**config.mk**
```make
export PLATFORM = sky130hd
export DESIGN_NAME = ocg_top
export DESIGN_NICKNAME = d
export VERILOG_FILES = /design/src/ocg_pkg.sv /design/src/ocg_bridge_if.sv /design/src/ocg_bridge.sv /design/src/ocg_top.sv
export VERILOG_INCLUDE_DIRS = /design/src
export SDC_FILE = /design/constraint.sdc
export NUM_CORES = 1
export LEC_CHECK = 0
export ABC_AREA = 1
export BUFFER_PORTS_ARGS = -buffer_cell sky130_fd_sc_hd__clkbuf_2
export CORE_MARGIN = 2
export CORE_UTILIZATION = 55
export CTS_BUF_LIST = sky130_fd_sc_hd__clkbuf_16
export DETAILED_ROUTE_END_ITERATION = 16
export GPL_TIMING_DRIVEN = 0
export PLACE_DENSITY = 0.8
export SETUP_SLACK_MARGIN = 0.5
export SYNTH_ARGS = -nofsm -noshare
export SYNTH_HDL_FRONTEND = slang
export SYNTH_SLANG_ARGS = --single-unit
```
**constraint.sdc**
```tcl
create_clock -name clk -period 5.34 [get_ports clk]
set_clock_uncertainty 0.15 [all_clocks]
set_input_delay 1.068 -clock clk [delete_from_list [all_inputs] [get_ports clk]]
set_output_delay 1.068 -clock clk [all_outputs]
set_load 0.02 [all_outputs]
```
**src/ocg_regs.svh**
```systemverilog
/*
 * constants of the half-bridge overcurrent guard: pin vector layout and
 * the trip-level lookup.
 * assumes it is included by its bare name before the package.
 */
`ifndef OCG_REGS_SVH
`define OCG_REGS_SVH

// ****************************************
// pin vector layout (synchronised inputs)
// ****************************************
`define OCG_NUM_BRIDGES 4
`define OCG_PIN_W 11
`define OCG_PIN_PWM 0
`define OCG_PIN_CLR 4
`define OCG_PIN_LAT 6
`define OCG_PIN_SHORT 7
`define OCG_PIN_RESET 11'h000

// ****************************************
// trip lookup: resistor in kohm, level in 0.1 A
// ****************************************
`define OCG_RES_22K 8'h16
`define OCG_RES_24K 8'h18
`define OCG_RES_27K 8'h1B
`define OCG_RES_30K 8'h1E
`define OCG_LVL_22K 8'h74
`define OCG_LVL_24K 8'h6B
`define OCG_LVL_27K 8'h61
`define OCG_LVL_30K 8'h58
`define OCG_LVL_36K 8'h4A
`define OCG_LVL_RESET 8'h4A

`endif

```
**src/ocg_pkg.sv**
```systemverilog
/*
 * types of the half-bridge overcurrent guard.
 * assumes ocg_regs.svh is on the include path.
 */
`include "ocg_regs.svh"

package ocg_pkg;

	// ****************************************
	// per-bridge protection state
	// ****************************************
	typedef enum logic [2:0] {
		OCG_RUN = 3'b001,
		OCG_LIM = 3'b010,
		OCG_SHUT = 3'b100
	} ocg_state_t;

	typedef struct packed {
		ocg_state_t state;
		logic pwm_prev;
		logic hs_gate;
		logic ls_gate;
		logic hiz;
	} ocg_bridge_st_t;

	typedef struct packed {
		logic [`OCG_PIN_W-1:0] s1;
		logic [`OCG_PIN_W-1:0] s2;
		logic [`OCG_PIN_W-1:0] s3;
		logic [`OCG_PIN_W-1:0] filt;
		logic [1:0] clr_prev;
		logic [7:0] trip;
		logic fault_n;
	} ocg_top_st_t;

endpackage : ocg_pkg

```
**src/ocg_bridge_if.sv**
```systemverilog
/*
 * carrier between the guard top and one half-bridge protection slice.
 * assumes the top drives the ctrl side and the slice the bridge side.
 */
`timescale 1ns/1ps

interface ocg_bridge_if;
	logic pwm;
	logic hs_oc;
	logic ls_oc;
	logic short_det;
	logic latched;
	logic clear_low;
	logic clear_rise;
	logic hs_gate;
	logic ls_gate;
	logic hiz;
	logic shut;

	modport bridge(
		input pwm, hs_oc, ls_oc, short_det, latched, clear_low, clear_rise,
		output hs_gate, ls_gate, hiz, shut
	);
	modport ctrl(
		output pwm, hs_oc, ls_oc, short_det, latched, clear_low, clear_rise,
		input hs_gate, ls_gate, hiz, shut
	);
endinterface : ocg_bridge_if

```
**src/ocg_bridge.sv**
```systemverilog
/*
 * protection state of one half-bridge: per-cycle limiting, latched shutdown.
 * assumes all inputs are already synchronous to clk.
 */
`timescale 1ns/1ps

module ocg_bridge
	import ocg_pkg::*;
(
	// clock and reset
	input wire logic clk,
	input wire logic reset,
	input wire logic clk_en,
	// link to top
	ocg_bridge_if.bridge bus
);

	ocg_bridge_st_t q;
	ocg_bridge_st_t d;
	logic rise;
	logic any_oc;
	logic on;
	logic shut_cause;

	assign rise = bus.pwm & ~q.pwm_prev;
	assign any_oc = bus.hs_oc | bus.ls_oc;
	// latched mode turns any overcurrent into a shutdown cause
	assign shut_cause = bus.short_det || (bus.latched && any_oc);

	always_comb begin
		d = q;
		on = 1'b0;
		if (clk_en) begin
			d.pwm_prev = bus.pwm;
			case (q.state)
				OCG_RUN: begin
					if (shut_cause) begin
						d.state = OCG_SHUT;
					end else if (any_oc) begin
						d.state = OCG_LIM;
					end
				end
				OCG_LIM: begin
					if (shut_cause) begin
						d.state = OCG_SHUT;
					end else if (rise && !any_oc) begin
						// only a new period releases; a static input stays off
						d.state = OCG_RUN;
					end
				end
				OCG_SHUT: begin
					// set wins: a cause still present keeps the latch
					if (bus.clear_rise && !shut_cause) begin
						d.state = OCG_RUN;
					end
				end
				default: begin
					d.state = OCG_RUN;
				end
			endcase
			// both switches off in limit and shutdown: output floats
			on = (d.state == OCG_RUN) && !bus.clear_low;
			d.hs_gate = on & bus.pwm;
			d.ls_gate = on & ~bus.pwm;
			d.hiz = ~on;
		end
	end

	always_ff @(posedge clk) begin
		if (reset) begin
			q <= '{state: OCG_RUN, pwm_prev: 1'b0, hs_gate: 1'b0, ls_gate: 1'b0, hiz: 1'b1};
		end else begin
			q <= d;
		end
	end

	assign bus.hs_gate = q.hs_gate;
	assign bus.ls_gate = q.ls_gate;
	assign bus.hiz = q.hiz;
	assign bus.shut = (q.state == OCG_SHUT);
endmodule : ocg_bridge

```
**src/ocg_top.sv**
```systemverilog
/*
 * half-bridge overcurrent guard: four independent protection slices,
 * pin synchronisers, trip-level lookup and the shutdown flag.
 * assumes the current samples come from an on-chip converter on clk,
 * and that pwm, clear, mode and short pins are asynchronous.
 */
// How it works
// - mode pin picks per-cycle or latched protection
// - each bridge keeps its own protection state
// - low-side trip kills both switches till period
// - high-side trip kills both switches till period
// - hard short latches floating shutdown in per-cycle mode
// - static input after trip leaves output floating
// - latched mode: any overcurrent shuts immediately
// - resistor value selects trip level by table
// - rising pair clear releases that pair's shutdown
// - any shutdown drives flag low
`timescale 1ns/1ps

module ocg_top
	import ocg_pkg::*;
(
	// clock and reset
	input wire logic clk,
	input wire logic reset,
	input wire logic clk_en,
	// pins from the controller
	input wire logic [3:0] pwm_in,
	input wire logic first_pair_clear_n,
	input wire logic second_pair_clear_n,
	input wire logic latched_trip_mode,
	// detector inputs
	input wire logic [3:0] short_det,
	input wire logic [7:0] trip_level_set_pin,
	input wire logic [3:0][7:0] hs_current_da,
	input wire logic [3:0][7:0] ls_current_da,
	// power stage drive
	output logic [3:0] hs_gate,
	output logic [3:0] ls_gate,
	output logic [3:0] out_hiz,
	// status
	output logic shutdown_flag_n,
	output logic [7:0] trip_level_da
);

	ocg_top_st_t q;
	ocg_top_st_t d;
	logic [`OCG_PIN_W-1:0] pins;
	logic [`OCG_PIN_W-1:0] agree;
	logic [3:0] pwm_f;
	logic [1:0] clr_f;
	logic [1:0] clr_rise;
	logic [3:0] short_f;
	logic latched_f;
	logic per_cycle_limit_mode;
	logic [3:0] shut_w;

	// ****************************************
	// trip lookup
	// ****************************************
	// larger resistors give lower levels; between table points the
	// lower level is taken so the guard never trips late
	function automatic logic [7:0] ocg_trip_lookup(input logic [7:0] r);
		logic [7:0] lvl;
		lvl = `OCG_LVL_36K;
		if (r <= `OCG_RES_22K) begin
			lvl = `OCG_LVL_22K;
		end else if (r <= `OCG_RES_24K) begin
			lvl = `OCG_LVL_24K;
		end else if (r <= `OCG_RES_27K) begin
			lvl = `OCG_LVL_27K;
		end else if (r <= `OCG_RES_30K) begin
			lvl = `OCG_LVL_30K;
		end
		return lvl;
	endfunction : ocg_trip_lookup

	// ****************************************
	// pin synchronisers
	// ****************************************
	assign pins = {short_det, latched_trip_mode, second_pair_clear_n, first_pair_clear_n,
		pwm_in};
	// a filtered bit moves only when stages two and three agree
	assign agree = ~(q.s2 ^ q.s3);

	always_comb begin
		d = q;
		if (clk_en) begin
			d.s1 = pins;
			d.s2 = q.s1;
			d.s3 = q.s2;
			d.filt = (q.s2 & agree) | (q.filt & ~agree);
			d.clr_prev = clr_f;
			d.trip = ocg_trip_lookup(trip_level_set_pin);
			d.fault_n = ~(|shut_w);
		end
	end

	always_ff @(posedge clk) begin
		if (reset) begin
			q <= '{s1: `OCG_PIN_RESET, s2: `OCG_PIN_RESET, s3: `OCG_PIN_RESET,
				filt: `OCG_PIN_RESET, clr_prev: 2'h0, trip: `OCG_LVL_RESET, fault_n: 1'b1};
		end else begin
			q <= d;
		end
	end

	assign pwm_f = q.filt[`OCG_PIN_PWM +: 4];
	assign clr_f = q.filt[`OCG_PIN_CLR +: 2];
	assign latched_f = q.filt[`OCG_PIN_LAT];
	assign short_f = q.filt[`OCG_PIN_SHORT +: 4];
	assign per_cycle_limit_mode = ~latched_f;
	// the controller pulses the clear only once the fault is gone; an
	// early pulse is ignored and a cause still present keeps the slice shut
	assign clr_rise = clr_f & ~q.clr_prev;

	// ****************************************
	// bridge slices
	// ****************************************
	genvar i;
	generate
		for (i = 0; i < `OCG_NUM_BRIDGES; i++) begin : g_br
			ocg_bridge_if bif();

			assign bif.pwm = pwm_f[i];
			// the table value is the most current still carried, so trip above it
			assign bif.hs_oc = hs_current_da[i] > q.trip;
			assign bif.ls_oc = ls_current_da[i] > q.trip;
			// short path is the second detector, only apart in per-cycle mode
			assign bif.short_det = short_f[i] & per_cycle_limit_mode;
			assign bif.latched = ~per_cycle_limit_mode;
			assign bif.clear_low = ~clr_f[i/2];
			assign bif.clear_rise = clr_rise[i/2];

			ocg_bridge u_bridge (
				.clk(clk),
				.reset(reset),
				.clk_en(clk_en),
				.bus(bif.bridge)
			);

			assign hs_gate[i] = bif.hs_gate;
			assign ls_gate[i] = bif.ls_gate;
			assign out_hiz[i] = bif.hiz;
			assign shut_w[i] = bif.shut;
		end
	endgenerate

	assign shutdown_flag_n = q.fault_n;
	assign trip_level_da = q.trip;
endmodule : ocg_top

```
[Yosys cells after proc, flatten, opt, wreduce, memory -nomap -nowiden]
Index checks and enable logic that the tools add are counted.
Widths: inputs -> output; s select.
Operators by class
  magnitude comparators: 12
  eq/ne operators: 16
  mux-type cells: 32
  bitwise logic cells: 42
  reduce and logical (&&, ||, !) cells: 29
Operators with widths (number)
  $mux 3: 24
  $gt 8x8->1: 8
  $pmux 3 s3: 4
  $le 8x5->1 const B: 4
  $eq 3x1->1 const B: 8
  $and 11x11->11: 2
  $not 11->11: 2
  $and 1x1->1: 16
  $logic_and 1x1->1: 16
  $not 1->1: 14
  $eq 3x2->1 const B: 4
  $eq 3x3->1 const B: 4
  $mux 6: 2
  $or 11x11->11: 1
  $xor 11x11->11: 1
  $logic_not 1->1: 8
  $mux 8: 1
  $mux 5: 1
  $logic_or 1x1->1: 4
  $or 1x1->1: 4
  $reduce_or 4->1: 1
  $and 2x2->2: 1
  $not 2->2: 1
Word-level totals
  register bits after elaboration: 83
  input bits: 86
  output and inout bits: 21
  word-level logic and storage cells: 158

[Depth between registers and ports, before layout]
Gate-level depths: netlist (run 1).
  depth after elaboration: 12
  gate-level depth with buffers: 18
  depth with buffers taken out: 18

[Hierarchy]
A second synthesis (run 1) with hierarchy kept.
Second synthesis, totals
  cell total of the unflattened synthesis: 729
  area, all modules: 5166.2 µm²
By module, submodules not included
  ocg_top: instances 1, cells each 461, area an instance 3424.5 µm², sequential area each 1061.0 µm²
  ocg_bridge: instances 4, cells each 67, area an instance 435.4 µm², sequential area each 140.1 µm²

[Worst setup path before layout (run 1)]
OpenSTA, ideal clock, no wires.
  path kind: input to register
  start point: in ls_current_da[5] (netlist bit)
  end point: reg g_br[0].u_bridge.q, in the netlist g_br[0].u_bridge.bus.ls_gate
  library setup time: 0.110 ns
  arrival: 2.273 ns
  required time: 5.080 ns
  path slack: 2.807 ns
  stages on the path: 12
  path through: ha_1 > a21o_1 > a21oi_1 > nand2_1 > nand2_2 > nand3_1 > nand2_1 > nand3_1 > nand3_1 > nand2_1 > nand2_1 > nor2_2
Between the ends
  word-level cells in the longest chain between the ends: 12
Ends and longest elaborated chain
  start: declaration: RTL line ocg_top.sv:36  | input wire logic [3:0][7:0] ls_current_da,
  $gt 8x8->1 (*): RTL line ocg_top.sv:128  | assign bif.ls_oc = ls_current_da[i] > q.trip;
  $or 1x1->1 (*): RTL line ocg_bridge.sv:26  | assign any_oc = bus.hs_oc | bus.ls_oc;
  $logic_and 1x1->1: RTL line ocg_bridge.sv:28  | assign shut_cause = bus.short_det || (bus.latched && any_oc);
  $logic_or 1x1->1: RTL line ocg_bridge.sv:28
  $logic_not 1->1: RTL line ocg_bridge.sv:53  | if (bus.clear_rise && !shut_cause) begin
  $logic_and 1x1->1: RTL line ocg_bridge.sv:53
  $mux 3: RTL line ocg_bridge.sv:53
  $pmux 3 s3 (*): RTL line ocg_bridge.sv:35  | case (q.state)
  $mux 3 (*): RTL line ocg_bridge.sv:33  | if (clk_en) begin
  $eq 3x1->1 (*): RTL line ocg_bridge.sv:62  | on = (d.state == OCG_RUN) && !bus.clear_low;
  $logic_and 1x1->1 (*): RTL line ocg_bridge.sv:62
  $and 1x1->1 (*): RTL line ocg_bridge.sv:64  | d.ls_gate = on & ~bus.pwm;
  end signal: assignment: RTL line ocg_bridge.sv:71  | q <= '{state: OCG_RUN, pwm_prev: 1'b0, hs_gate: 1'b0, ls_gate: 1'b0, hiz: 1'b1};
  end: declaration: RTL line ocg_bridge.sv:18  | ocg_bridge_st_t q;
Every way passes the cells marked *; elsewhere a longest branch is shown, timed or not. The select of a mux whose other input is x is not followed.
A chain may end at the register's enable or synchronous reset.

[Final worst setup path (run 1)]
  start point: in ls_current_da[21] (netlist bit)
  end point: reg g_br[2].u_bridge.q, in the netlist g_br[2].u_bridge.bus.ls_gate
Between the ends
  word-level cells in the longest chain between the ends: 12
Ends and longest elaborated chain (RTL line)
  $gt 8x8->1 (*): ocg_top.sv:128
  $or 1x1->1 (*): ocg_bridge.sv:26
  $logic_and 1x1->1: ocg_bridge.sv:28
  $logic_or 1x1->1: ocg_bridge.sv:28
  $logic_not 1->1: ocg_bridge.sv:53
  $logic_and 1x1->1: ocg_bridge.sv:53
  $mux 3: ocg_bridge.sv:53
  $pmux 3 s3 (*): ocg_bridge.sv:35
  $mux 3 (*): ocg_bridge.sv:33
  $eq 3x1->1 (*): ocg_bridge.sv:62
  $logic_and 1x1->1 (*): ocg_bridge.sv:62
  $and 1x1->1 (*): ocg_bridge.sv:64
  end signal: assignment: ocg_bridge.sv:71
  end: declaration: ocg_bridge.sv:18
Marks and branches as above.

==> results.rst, run 1 <==
.. list-table::
   :header-rows: 1

   * - Metric
     - Value
   * - Status
     - complete, no violations
   * - Synth Flop Type
     - sky130_fd_sc_hd__dfxtp_1
   * - Met1 Usage GRT
     - 32.5%
   * - Total iterations of the first detailed-routing run
     - 5
   * - Via count of the first global-routing pass
     - between 5,000 and 6,000
   * - Max cap viols
     - 0
   * - Count of hold-fix buffers inserted at cts
     - 0
   * - Distinct cell type count after synthesis
     - 30
   * - Capturing instance or port of the critical path
     - g_br[2].u_bridge.bus.ls_gate
   * - Via Count
     - ~5,300
   * - Pin count of the biggest net entering global routing
     - 14
   * - Leading cell type by number of instances after synthesis
     - sky130_fd_sc_hd__nand2_1
   * - Final max-slew violation count
     - 0
   * - Worst R2R Start
     - trip_level_da[5]
   * - Placeable core region
     - 0.00911 mm²
   * - Unrepaired setup endpoints after global routing
     - no
   * - Antenna violations before repair
     - 0
   * - Cells after Synth
     - between 700 and 800
   * - Synth Net Count
     - just under 900
   * - Slew @ Worst Pin
     - approximately 0.7 ns
   * - Buffers on Ports
     - 104
   * - Syn Std Cell Area
     - about 0.005 mm²
   * - HPWL after detailed placement
     - about 10,000 µm
   * - Y dimension of the die
     - about 100 µm
   * - Routed vias/inst
     - roughly 5.5
   * - Wirelength, routed
     - roughly 14,000 µm
   * - CTS tree
     - built
   * - Standard-cell rows
     - 35
   * - Number of antenna repair diodes
     - 0
   * - Post-CTS Resized
     - 0
   * - Share of power burned in the clock network
     - 42.3%
   * - Type of the worst setup path
     - in -> reg
   * - Post-route DRC violation count
     - 0
   * - Maximum clock frequency
     - between 300 and 400 MHz
   * - Gr usage total
     - between 20% and 30%
   * - EDFF count, synth
     - 0
   * - Switching share of power
     - between 20% and 30%
   * - Fraction of registers with async set or reset after synthesis
     - 0%
   * - Area of the die
     - 0.0100 mm²
   * - Area Growth Syn to Fin
     - 19.5%
   * - Commonest cells post-synth
     - sky130_fd_sc_hd__nand2_1, sky130_fd_sc_hd__inv_1, sky130_fd_sc_hd__dfxtp_1
   * - Share of total power in combinational logic
     - around 18%
   * - Layout filler cell count
     - between 800 and 900
   * - Hold Vio Cnt, Final
     - 0
   * - Share of Yosys cell area claimed by the top area cell type
     - 31.9%
   * - Worst setup timing slack at the placement stage
     - between 2 and 2.5 ns
   * - Maximum count of clock buffers along a single path
     - 2
   * - Share of final-layout standard cells stronger than drive strength 1
     - 21.9%
   * - Wire length per cell
     - roughly 14 µm
   * - CP required
     - 5.43 ns
   * - Clock-pin slew on the worst setup and hold paths
     - 0.06 ns
   * - Hold crit path type
     - reg -> reg
   * - Synthesized area per cell
     - a little under 7 µm²
   * - Yosys warning count
     - 0
   * - Internal
     - between 0.001 and 0.0015 W
   * - Gr ovfl total
     - 0
   * - Slew headroom
     - a little over half
   * - CTS root buffer
     - sky130_fd_sc_hd__clkbuf_16
   * - Arrival time of the worst setup path
     - ~2.7 ns
   * - Number of top-level pins
     - roughly 110
   * - FF+latch count, synth
     - 81
   * - Total Nets Final
     - between 900 and 1,000
   * - Largest cells by area after synthesis
     - sky130_fd_sc_hd__dfxtp_1, sky130_fd_sc_hd__ha_1, sky130_fd_sc_hd__nand2_1
   * - Buffers inserted by post-CTS timing repair
     - 0
   * - Path depth of the worst reg2reg path
     - 13
   * - Initial Util
     - ~56%
   * - Switching power summed over all nets
     - 0.000453 W
   * - Post-layout minimum cycle time
     - 2.61 ns
   * - Maximum fanout count along the critical path
     - 5
   * - PwrDens
     - between 200 and 300 mW/mm²
   * - Layer carrying the most global-route usage
     - met2
   * - Total setup violations reported at the end of the flow
     - 0
   * - Number of clock sinks
     - 81
   * - Clock latency on the worst-skew pair
     - 0.34 ns
   * - Category of the worst setup path capture point
     - flop
   * - Post-route clock period utilization
     - roughly 49%
   * - Width of the die
     - ~100 µm
   * - Routing usage on met3
     - approximately 3.8%
   * - Setup WS post-layout
     - 2.73 ns
   * - Worst VDD drop
     - 0.000255 V
   * - Worst reg2reg setup slack
     - around 2.9 ns
   * - Met2 layer usage reported by global route
     - between 50% and 60%
   * - Global-route wire length before repair
     - 22,800 µm
   * - Number of buffers created by CTS
     - 9
   * - Remaining antenna violation count after routing
     - 0
   * - Global placer's final weighted congestion
     - 0.905
   * - Top cell type by total area after synthesis
     - sky130_fd_sc_hd__dfxtp_1
   * - Leakage
     - between 3 and 4 nW
   * - Hold_sp
     - q[22]
   * - End of the worst register-to-register path
     - g_br[2].u_bridge.bus.ls_gate
   * - Share of power burned in registers
     - 39.6%
   * - Register area share after synthesis
     - a little under a third
   * - Final TNS setup
     - 0 ns
   * - Deepest level of the CTS H-tree
     - 3
   * - Number of violations reported at the end of detailed-routing iteration 0
     - around 450
   * - Category of the worst setup path launch point
     - input pin
   * - Critical path origin
     - ls_current_da[21]
cells in the final DEF (no fill, tap or decap), drive strengths merged:
cell type,synthesis,layout
nand2,173,173
clkbuf,22,135
inv,99,99
dfxtp,81,81
o21ai,71,71
a21oi,61,61
nor2,60,60
ha,48,48
nand3,44,44
buf,23,23
nand4,16,16
nor3,16,16
a221oi,6,6
a21o,5,5
bufinv,0,3
clkinv,0,3
a31oi,2,2
nor3b,2,2
conb,2,2
or3,1,1
o221ai,1,1
a211oi,1,1
mux2i,1,1
per-stage QoR:
| stage | area [µm²] | cells | hold WS, ns | total power (W) | utilization, % |
|---|---|---|---|---|---|
| 2_1_floorplan | 5080 | 735 | 0.281 | 0.000866 | - |
| 3_3_place_gp | 5740 | 950 | 0.294 | 0.000946 | 63.0 |
| 3_5_place_dp | 5740 | 950 | 0.304 | 0.000964 | 63.0 |
| 4_1_cts | 6070 | 965 | 0.312 | 0.00165 | 66.6 |
| 5_1_grt | 6070 | 965 | 0.335 | 0.00172 | 66.6 |
| 6_report | 6070 | 965 | 0.313 | 0.00166 | 66.6 |
layer usage:
layer | vias up | routed length (µm)
li1 | 2627 | -
met1 | 2448 | 5680
met2 | 211 | 7180
met3 | 39 | 764
met4 | 0 | 314
met5 | - | 0
worst min path at each step:
| stage | end | cells after the start |
|---|---|---|
| 2_1_floorplan | flop | 2 |
| 3_3_place_gp | flop | 2 |
| 3_5_place_dp | flop | 2 |
| 4_1_cts | flop | 2 |
| 5_1_grt | flop | 2 |
| 6_report | flop | 2 |
final cells by class:
| class | instances | area, µm² | area share, % |
|---|---|---|---|
| Timing Repair Buffer | 104 | 520 | 8.58 |
| Clock buffer | 9 | 225 | 3.71 |
| Sequential cell | 81 | 1620 | 26.7 |
| Multi-Input combinational cell | 510 | 2800 | 46.1 |
| Clock inverter | 6 | 108 | 1.77 |
| Tap cell | 111 | 139 | 2.29 |
| Buffer | 45 | 285 | 4.70 |
| Inverter | 99 | 372 | 6.12 |
cells by family after synthesis:
logic type	after synthesis	share of synthesized area (%)
DFF	81	31.9
buffers and inverters	144	12.9
AOI/OAI and AO/OA	147	15.4
muxes	1	0.197
other	2	0.148
adders and majority gates	48	11.8
and+or+nand+nor	312	27.6
power by group through the flow:
stage | Sequential, W | Clock (W) | Combinational, W
2_1_floorplan | 0.000663 | 0 | 0.000202
3_3_place_gp | 0.000667 | 0 | 0.000279
3_5_place_dp | 0.000669 | 0 | 0.000295
4_1_cts | 0.000656 | 0.000694 | 0.000299
5_1_grt | 0.000659 | 0.000724 | 0.000341
6_report | 0.000657 | 0.000702 | 0.000300
critical path, stage by stage:
cell	delay [ns]
sky130_fd_sc_hd__clkbuf_2	0.09
sky130_fd_sc_hd__ha_1	0.29
sky130_fd_sc_hd__nand2_1	0.07
sky130_fd_sc_hd__nor3_2	0.17
sky130_fd_sc_hd__nand4_1	0.13
sky130_fd_sc_hd__nand2_2	0.15
sky130_fd_sc_hd__nand3_1	0.10
sky130_fd_sc_hd__nand2_1	0.11
sky130_fd_sc_hd__nand3_1	0.15
sky130_fd_sc_hd__nand3_1	0.14
sky130_fd_sc_hd__nand2_1	0.09
sky130_fd_sc_hd__nand2_1	0.09
sky130_fd_sc_hd__nor2_1	0.04
No activity file was read; power rests on OpenSTA's default activity.
==> inputs of run 2 (changes only) <==
ABC_AREA = 0   (was 1)
CORE_UTILIZATION = 50   (was 55)
PLACE_DENSITY = 0.77   (was 0.8)
clock period = 2.1 ns   (was 5.34 ns; I/O delays follow)
==> run 2 against run 1 <==
Against the previous run:
- the flow now finishes with violations (negative setup slack)
- largest power group is now registers
- synthesized area down 2.2%
- clock power up 120%
- via count down 9.3%
- critical path depth down 4
- register-to-register slack worse by 3.1 ns
- largest cell class unchanged
- die area up 7.3%
- critical endpoint is now g_br[1].u_bridge.bus.ls_gate
- flip-flop and latch count unchanged
==> results.rst, run 2 <==
.. list-table::
   :header-rows: 1

   * - Metric
     - Value
   * - Commonest cells post-synth
     - sky130_fd_sc_hd__dfxtp_1, sky130_fd_sc_hd__nor2_1, sky130_fd_sc_hd__a21oi_1
   * - Worst hold margin
     - 0.169 ns (-0.144 ns)
   * - Remaining antenna violation count after routing
     - 0 (unchanged)
   * - Clock latency on the worst-skew pair
     - 0.34 ns (about the same)
   * - Y dimension of the die
     - 104 µm (+3.6%)
   * - Slew headroom
     - 45.5% (-6.8 points)
   * - Category of the worst setup path launch point
     - flop
   * - Number of violations reported at the end of detailed-routing iteration 0
     - 318 (-30%)
   * - Gr ovfl total
     - 0 (unchanged)
   * - CTS root buffer
     - sky130_fd_sc_hd__clkbuf_16
   * - EDFF count, synth
     - 0 (unchanged)
   * - Distinct cell type count after synthesis
     - 55 (+83%)
   * - Via count of the first global-routing pass
     - 4,615 (-11%)
   * - Synth Net Count
     - 725 (-17%)
   * - Maximum clock frequency
     - 429 MHz
   * - Via Count
     - 4,830 (-9.3%)
   * - Post-layout minimum cycle time
     - between 2 and 2.5 ns
   * - Buffers on Ports
     - 102 (-1.9%)
   * - Wire length per cell
     - 16.1 µm (+12%)
   * - Number of antenna repair diodes
     - 0 (unchanged)
   * - Largest cells by area after synthesis
     - sky130_fd_sc_hd__dfxtp_1, sky130_fd_sc_hd__ha_1, sky130_fd_sc_hd__mux2i_1
   * - Pin count of the biggest net entering global routing
     - 13 (-1)
   * - Global placer's final weighted congestion
     - 0.905 (about the same)
   * - Area of the die
     - 0.0107 mm² (+7.3%)
   * - Placeable core region
     - 0.00968 mm² (+6.3%)
   * - Routed vias/inst
     - 5.67 (+2.7%)
   * - Deepest level of the CTS H-tree
     - 3 (unchanged)
   * - Top library cells by usage in the layout, fill and taps aside
     - sky130_fd_sc_hd__clkbuf_2, sky130_fd_sc_hd__dfxtp_1, sky130_fd_sc_hd__nor2_1
   * - Failing checks
     - negative setup slack
   * - Register area
     - 0.00164 mm² (+1.1%)
   * - Yosys warning count
     - 0 (unchanged)
   * - Post-route clock period utilization
     - 111%
   * - Leakage
     - 2.83 nW (-7.6%)
   * - HPWL after detailed placement
     - 10,300 µm (-0.74%)
   * - Arrival time of the worst setup path
     - 2.44 ns (-0.25 ns)
   * - Leading cell type in the layout, fill and taps excluded
     - sky130_fd_sc_hd__clkbuf_2
   * - Final max-slew violation count
     - 0 (unchanged)
   * - Area Growth Syn to Fin
     - 29.3%
   * - Total Nets Final
     - 849 (-14%)
   * - Slew @ Worst Pin
     - 0.815 ns (+0.0985 ns)
   * - Fraction of registers with async set or reset after synthesis
     - 0% (unchanged)
   * - PwrDens
     - 613 mW/mm² (+120%)
   * - Share of Yosys cell area claimed by the top area cell type
     - 32.7% (+0.72 points)
   * - CTS tree
     - built
   * - Setup WS post-layout
     - -0.232 ns (-2.97 ns)
   * - Cells after Synth
     - 591 (-20%)
   * - Total iterations of the first detailed-routing run
     - 5 (unchanged)
   * - Area taken by multi-input logic gates
     - 0.00333 mm² (+19%)
   * - Clock-pin slew on the worst setup and hold paths
     - 0.06 ns (about the same)
   * - Width of the die
     - 104 µm (+3.6%)
   * - Maximum fanout count along the critical path
     - 7 (+2)
   * - Initial Util
     - 51.3% (-4.5 points)
   * - Register area share after synthesis
     - 32.7% (+0.72 points)
   * - Number of buffers created by CTS
     - 9 (unchanged)
   * - Top cell type by total area after synthesis
     - sky130_fd_sc_hd__dfxtp_1
   * - Number of clock sinks
     - 81 (unchanged)
   * - Power, Total
     - 0.00393 W (+140%)
   * - Final Core Density
     - 66.3% (-0.34 points)
   * - CP required
     - 2.20 ns (-3.23 ns)
   * - Maximum count of clock buffers along a single path
     - 2 (unchanged)
   * - Hold crit path type
     - in -> reg
   * - Global-route wire length before repair
     - 21,900 µm (-4.0%)
   * - Hold Vio Cnt, Final
     - 0 (unchanged)
   * - Synth Flop Type
     - sky130_fd_sc_hd__dfxtp_1
   * - Share of final-layout standard cells stronger than drive strength 1
     - 31.6% (+9.7 points)
   * - Post-route DRC violation count
     - 0 (unchanged)
   * - Leading cell type by number of instances after synthesis
     - sky130_fd_sc_hd__dfxtp_1
   * - Count of hold-fix buffers inserted at cts
     - 0 (unchanged)
   * - Number of top-level pins
     - 107 (unchanged)
   * - Gr usage total
     - 25.2% (-3.0 points)
   * - Unrepaired setup endpoints after global routing
     - yes
   * - Syn Std Cell Area
     - 0.00496 mm² (-2.2%)
   * - Worst VDD drop
     - 0.000587 V (+130%)
   * - Antenna violations before repair
     - 0 (unchanged)
   * - Synthesized area per cell
     - 8.40 µm² (+22%)
   * - Wirelength, routed
     - 13,700 µm (-1.4%)
   * - Max cap viols
     - 0 (unchanged)
   * - Category of the worst setup path capture point
     - flop
   * - Total setup violations reported at the end of the flow
     - 21 (+21)
   * - Type of the worst setup path
     - reg -> reg
   * - FF+latch count, synth
     - 81 (unchanged)
   * - Standard-cell rows
     - 36 (+2.9%)
   * - Status
     - finished, violations left
   * - Layout filler cell count
     - 804 (-2.3%)
-- run 2: cell count changes in the layout (fill, tap and decap cells not counted), moves of 15 or more --
cell,change
sky130_fd_sc_hd__mux2i_1,+35
sky130_fd_sc_hd__inv_1,-68
sky130_fd_sc_hd__nand2_2,-18
sky130_fd_sc_hd__nor2b_1,+15
sky130_fd_sc_hd__nand2_1,-118
sky130_fd_sc_hd__a21oi_1,-17
sky130_fd_sc_hd__ha_4,+15
sky130_fd_sc_hd__ha_1,-15
sky130_fd_sc_hd__nand3_1,-37
sky130_fd_sc_hd__o21ai_0,-41
sky130_fd_sc_hd__nor2_1,+15
-- run 2: cells by family after synthesis --
family | after synthesis | share of synthesized area [%]
AND/OR/NAND/NOR | 201 | 19.8
XOR/XNOR | 2 | 0.353
flip-flops | 81 | 32.7
buffers and inverters | 64 | 6.58
other | 2 | 0.151
multiplexers | 38 | 7.66
adder cells (fa/ha/maj) | 48 | 12.1
AO/OA/AOI/OAI | 155 | 20.7
-- run 2: power breakdown --
part | switching [W] | internal (W)
sequential | 0.0000462 | 0.00158
clock | 0.000582 | 0.000970
combinational | 0.000400 | 0.000354
total | 0.00103 | 0.00291
-- run 2: what timing repair did --
action | 4_1_cts | 5_1_grt
pin swaps | 24 | 7
gates resized for setup | 29 | 18
buffers inserted | 10 | 1
cloned | 0 | 0
setup endpoints to repair | 57 | 34
-- run 2: final timing paths --
check | end | slack [ns] | from | depth (start not counted)
setup reg to reg | g_br[1].u_bridge.bus.ls_gate | -0.23 | trip_level_da[5] | 9
setup / recovery | g_br[1].u_bridge.bus.ls_gate | -0.23 | trip_level_da[5] | 9
hold / removal | q[47] | 0.17 | pwm_in[3] | 3
hold reg to reg | g_br[1].u_bridge.bus.hs_gate | 0.32 | g_br[1].u_bridge.bus.hs_gate | 2
-- run 2: cell type report --
type | count | area share (%)
Sequential cell | 81 | 25.5
Inverter | 22 | 1.64
Multi-Input combinational cell | 446 | 51.8
Buffer | 42 | 4.13
Timing Repair Buffer | 113 | 9.67
Clock buffer | 10 | 3.90
Tap cell | 133 | 2.59
Clock inverter | 5 | 0.721
-- run 2: critical path: stages, from the launching register on --
cell and delay, ns:
sky130_fd_sc_hd__dfxtp_4 0.38, sky130_fd_sc_hd__inv_8 0.06, sky130_fd_sc_hd__ha_1 0.29, sky130_fd_sc_hd__a21o_1 0.17, sky130_fd_sc_hd__a21oi_2 0.20, sky130_fd_sc_hd__nand3_2 0.11, sky130_fd_sc_hd__a22oi_4 0.21, sky130_fd_sc_hd__o21ai_2 0.08
sky130_fd_sc_hd__a221o_1 0.35, sky130_fd_sc_hd__o31ai_1 0.24
-- run 2: per-stage QoR --
step                      instance area (µm²)  setup WS [ns]  setup TNS, ns  std cells
after global routing                     6420         -0.310          -4.75        852
after detailed placement                 5880         -0.325          -5.74        826
after CTS                                6340         -0.195          -2.36        851
final                                    6420         -0.232          -2.65        852
after global placement                   5880         -0.285          -4.63        826
after floorplan                          5200        -0.0330         -0.104        591
-- run 2: per-layer routing --
metal | track usage [%] | vias up | wire, µm
li1 | - | 2360 | -
met1 | 29.9 | 2259 | 5940
met2 | 43.7 | 180 | 6590
met3 | 5.41 | 31 | 823
met4 | 11.4 | 0 | 390
met5 | 0 | - | 0
==> inputs of run 3 (changes only) <==
CELL_PAD_IN_SITES_DETAIL_PLACEMENT = 1   (was default)
CELL_PAD_IN_SITES_GLOBAL_PLACEMENT = 1   (was default)
CORE_UTILIZATION = 37   (was 50)
PLACE_DENSITY = default   (was 0.77)
PLACE_DENSITY_LB_ADDON = 0.1   (was default)
==> run 3 against run 2 <==
Against the previous run:
- the flow still finishes with violations (negative setup slack)
- via count rose by 1.3%
- flip-flop and latch count stayed put
- sequential share of layout area fell by 0.45 points
- fmax shrank 1.5%
- register-to-register slack got worse by 0.04 ns
- highest routed layer unchanged
==> results.rst, run 3 (synthesis results as in run 2) <==
.. list-table::
   :header-rows: 1

   * - Metric
     - Value
   * - CTS tree
     - built
   * - Maximum count of clock buffers along a single path
     - 2 (unchanged)
   * - Total iterations of the first detailed-routing run
     - 4 (-1)
   * - Share of power burned in the clock network
     - 40.7% (+1.2 points)
   * - Total Nets Final
     - 852 (+0.35%)
   * - Hold Vio Cnt, Final
     - 0 (unchanged)
   * - Width of the die
     - 120 µm (+16%)
   * - Remaining antenna violation count after routing
     - 0 (unchanged)
   * - Leakage
     - 2.85 nW (+0.72%)
   * - Wire length per cell
     - 17.7 µm (+9.4%)
   * - Gr ovfl total
     - 0 (unchanged)
   * - Worst R2R Start
     - trip_level_da[5]
   * - Setup WS post-layout
     - -0.267 ns (-0.0354 ns)
   * - Post-layout minimum cycle time
     - 2.37 ns (+0.0354 ns)
   * - Met1 Usage GRT
     - 26.7% (-3.2 points)
   * - Capturing instance or port of the critical path
     - g_br[0].u_bridge.bus.ls_gate
   * - Standard-cell rows
     - 42 (+17%)
   * - Category of the worst setup path launch point
     - flop
   * - Post-route clock period utilization
     - 113% (+1.7 points)
   * - Number of clock sinks
     - 81 (unchanged)
   * - Maximum clock frequency
     - 422 MHz (-1.5%)
   * - Path depth of the worst reg2reg path
     - 11 (+2)
   * - PwrDens
     - 621 mW/mm² (+1.3%)
   * - Worst VDD drop
     - 0.000402 V (-32%)
   * - Status
     - finished, violations left
   * - Leading cell type in the layout, fill and taps excluded
     - sky130_fd_sc_hd__clkbuf_2
   * - Wirelength, routed
     - 15,900 µm (+15%)
   * - Slew @ Worst Pin
     - 0.869 ns (+0.0540 ns)
   * - Post-route DRC violation count
     - 0 (unchanged)
   * - CTS root buffer
     - sky130_fd_sc_hd__clkbuf_16
   * - Y dimension of the die
     - 120 µm (+16%)
   * - Number of antenna repair diodes
     - 0 (unchanged)
   * - Buffers on Ports
     - 102 (unchanged)
   * - Internal
     - 0.00293 W (+0.77%)
   * - Clock-pin slew on the worst setup and hold paths
     - 0.06 ns (about the same)
   * - Layer carrying the most global-route usage
     - met2
   * - HPWL after detailed placement
     - 11,700 µm (+14%)
   * - Total setup violations reported at the end of the flow
     - 22 (+4.8%)
   * - Global-route wire length before repair
     - 25,400 µm (+16%)
   * - End of the worst register-to-register path
     - g_br[0].u_bridge.bus.ls_gate
   * - CP required
     - 2.24 ns (+0.04 ns)
   * - Final Core Density
     - 49.5% (-17 points)
   * - Worst reg2reg setup slack
     - -0.27 ns (-0.04 ns)
   * - Final max-slew violation count
     - 0 (unchanged)
   * - Placeable core region
     - 0.0132 mm² (+36%)
   * - Global placer's final weighted congestion
     - 0.855 (-5.6%)
   * - Max cap viols
     - 0 (unchanged)
   * - Share of power burned in registers
     - 40.3% (-1.1 points)
   * - Initial Util
     - 37.6% (-14 points)
   * - Arrival time of the worst setup path
     - 2.50 ns (+0.06 ns)
   * - Slew headroom
     - 41.8% (-3.6 points)
   * - Maximum fanout count along the critical path
     - 8 (+1)
   * - Type of the worst setup path
     - reg -> reg
   * - Placed Instances
     - 869 (+5.2%)
   * - Area Growth Syn to Fin
     - 31.4%
   * - Top library cells by usage in the layout, fill and taps aside
     - sky130_fd_sc_hd__clkbuf_2, sky130_fd_sc_hd__dfxtp_1, sky130_fd_sc_hd__nor2_1
   * - Final instance area
     - 0.00653 mm² (+1.6%)
   * - Critical path origin
     - trip_level_da[5]
   * - Category of the worst setup path capture point
     - flop
   * - Unrepaired setup endpoints after global routing
     - yes
   * - Number of buffers created by CTS
     - 9 (unchanged)
   * - Final TNS setup
     - -3.19 ns (-0.542 ns)
   * - Gr usage total
     - 22.2% (-3.0 points)
   * - Deepest level of the CTS H-tree
     - 3 (unchanged)
   * - Hold crit path type
     - in -> reg
   * - Via count of the first global-routing pass
     - 5,119 (+11%)
   * - Clock latency on the worst-skew pair
     - 0.34 ns (about the same)
   * - Number of top-level pins
     - 107 (unchanged)
   * - Via Count
     - 4,894 (+1.3%)
   * - Antenna violations before repair
     - 0 (unchanged)
   * - Failing checks
     - negative setup slack
   * - Routed vias/inst
     - 5.44 (-4.0%)
   * - Pin count of the biggest net entering global routing
     - 15 (+2)
   * - Number of standard cells in the final layout excluding fillers
     - 899 (+5.5%)
   * - Number of violations reported at the end of detailed-routing iteration 0
     - 173 (-46%)
   * - Share of final-layout standard cells stronger than drive strength 1
     - 33.1% (+1.5 points)
   * - Met2 layer usage reported by global route
     - 40.6% (-3.1 points)
   * - Area of the die
     - 0.0144 mm² (+34%)
   * - Power, Total
     - 0.00405 W (+2.9%)
   * - Area after detailed placement
     - 0.00593 mm² (+0.92%)
   * - Switching share of power
     - 27.7% (+1.6 points)
   * - Share of total power in combinational logic
     - 19.0% (-0.2 points)
   * - Routing usage on met3
     - 3.47% (-1.9 points)
   * - Switching power summed over all nets
     - 0.00112 W (+9.1%)
[run 3: changes by cell type in the layout (fill, tap and decap cells not counted), moves of 2 or more]
cell,change
sky130_fd_sc_hd__nor2b_1,-2
sky130_fd_sc_hd__clkinvlp_4,+3
sky130_fd_sc_hd__buf_4,+4
sky130_fd_sc_hd__o21ai_2,+2
sky130_fd_sc_hd__inv_1,-2
sky130_fd_sc_hd__o21ai_1,-3
sky130_fd_sc_hd__inv_6,+2
sky130_fd_sc_hd__nor2b_4,+2
sky130_fd_sc_hd__clkbuf_2,-2
[run 3: worst min-delay path by stage]
stage / from / to / slack (ns) / depth (start not counted)
after floorplan: g_br[1].u_bridge.bus.hs_gate / g_br[1].u_bridge.bus.hs_gate / 0.28 / 2
after global placement: g_br[1].u_bridge.bus.hs_gate / g_br[1].u_bridge.bus.hs_gate / 0.29 / 2
after detailed placement: g_br[1].u_bridge.bus.hs_gate / g_br[1].u_bridge.bus.hs_gate / 0.30 / 2
after CTS: second_pair_clear_n / q[49] / 0.16 / 3
after global routing: short_det[0] / q[51] / 0.19 / 3
final: second_pair_clear_n / q[49] / 0.16 / 3
[run 3: layout make-up]
cell class                      count  area, µm²
Buffer                             42        269
Clock buffer                       10        250
Clock inverter                      6       65.1
Fill cell                        1603       6670
Inverter                           22        108
Multi-Input combinational cell    446       3330
Sequential cell                    81       1640
Tap cell                          176        220
Timing Repair Buffer              115        637
Timing Repair inverter              1       8.76
[run 3: timing repair]
item	in CTS	in global routing
cloned	1	0
endpoints found under the hold margin	0	0
setup endpoints to repair	61	36
buffers inserted	10	3
hold buffers	0	0
resized for setup	36	17
pin swaps	24	8
[run 3: critical path: stages (launching register included)]
cell	delay [ns]
sky130_fd_sc_hd__dfxtp_4	0.36
sky130_fd_sc_hd__inv_8	0.11
sky130_fd_sc_hd__ha_4	0.22
sky130_fd_sc_hd__a21o_1	0.17
sky130_fd_sc_hd__a21oi_2	0.16
sky130_fd_sc_hd__buf_4	0.14
sky130_fd_sc_hd__a21oi_2	0.05
sky130_fd_sc_hd__a22oi_2	0.27
sky130_fd_sc_hd__o21ai_2	0.11
sky130_fd_sc_hd__a221oi_2	0.24
sky130_fd_sc_hd__buf_4	0.17
sky130_fd_sc_hd__a32o_1	0.16
[run 3: routing by layer]
| layer | up-vias | wire [µm] |
|---|---|---|
| li1 | 2364 | - |
| met1 | 2392 | 6860 |
| met2 | 116 | 8020 |
| met3 | 22 | 689 |
| met4 | 0 | 294 |
| met5 | - | 0 |
[run 3: stage by stage]
| stage | setup WS, ns | hold slack (ns) |
|---|---|---|
| floorplan | -0.0330 | 0.276 |
| global placement | -0.298 | 0.290 |
| detailed placement | -0.358 | 0.297 |
| CTS | -0.236 | 0.163 |
| global route | -0.364 | 0.189 |
| finish | -0.267 | 0.164 |
[run 3: power by group through the flow]
stage               registers (W)  logic (W)  clock network (W)
global placement          0.00166   0.000657                  0
floorplan                 0.00165   0.000461                  0
finish                    0.00163   0.000769            0.00165
detailed placement        0.00166   0.000696                  0
global route              0.00164   0.000847            0.00174
CTS                       0.00163   0.000751            0.00168
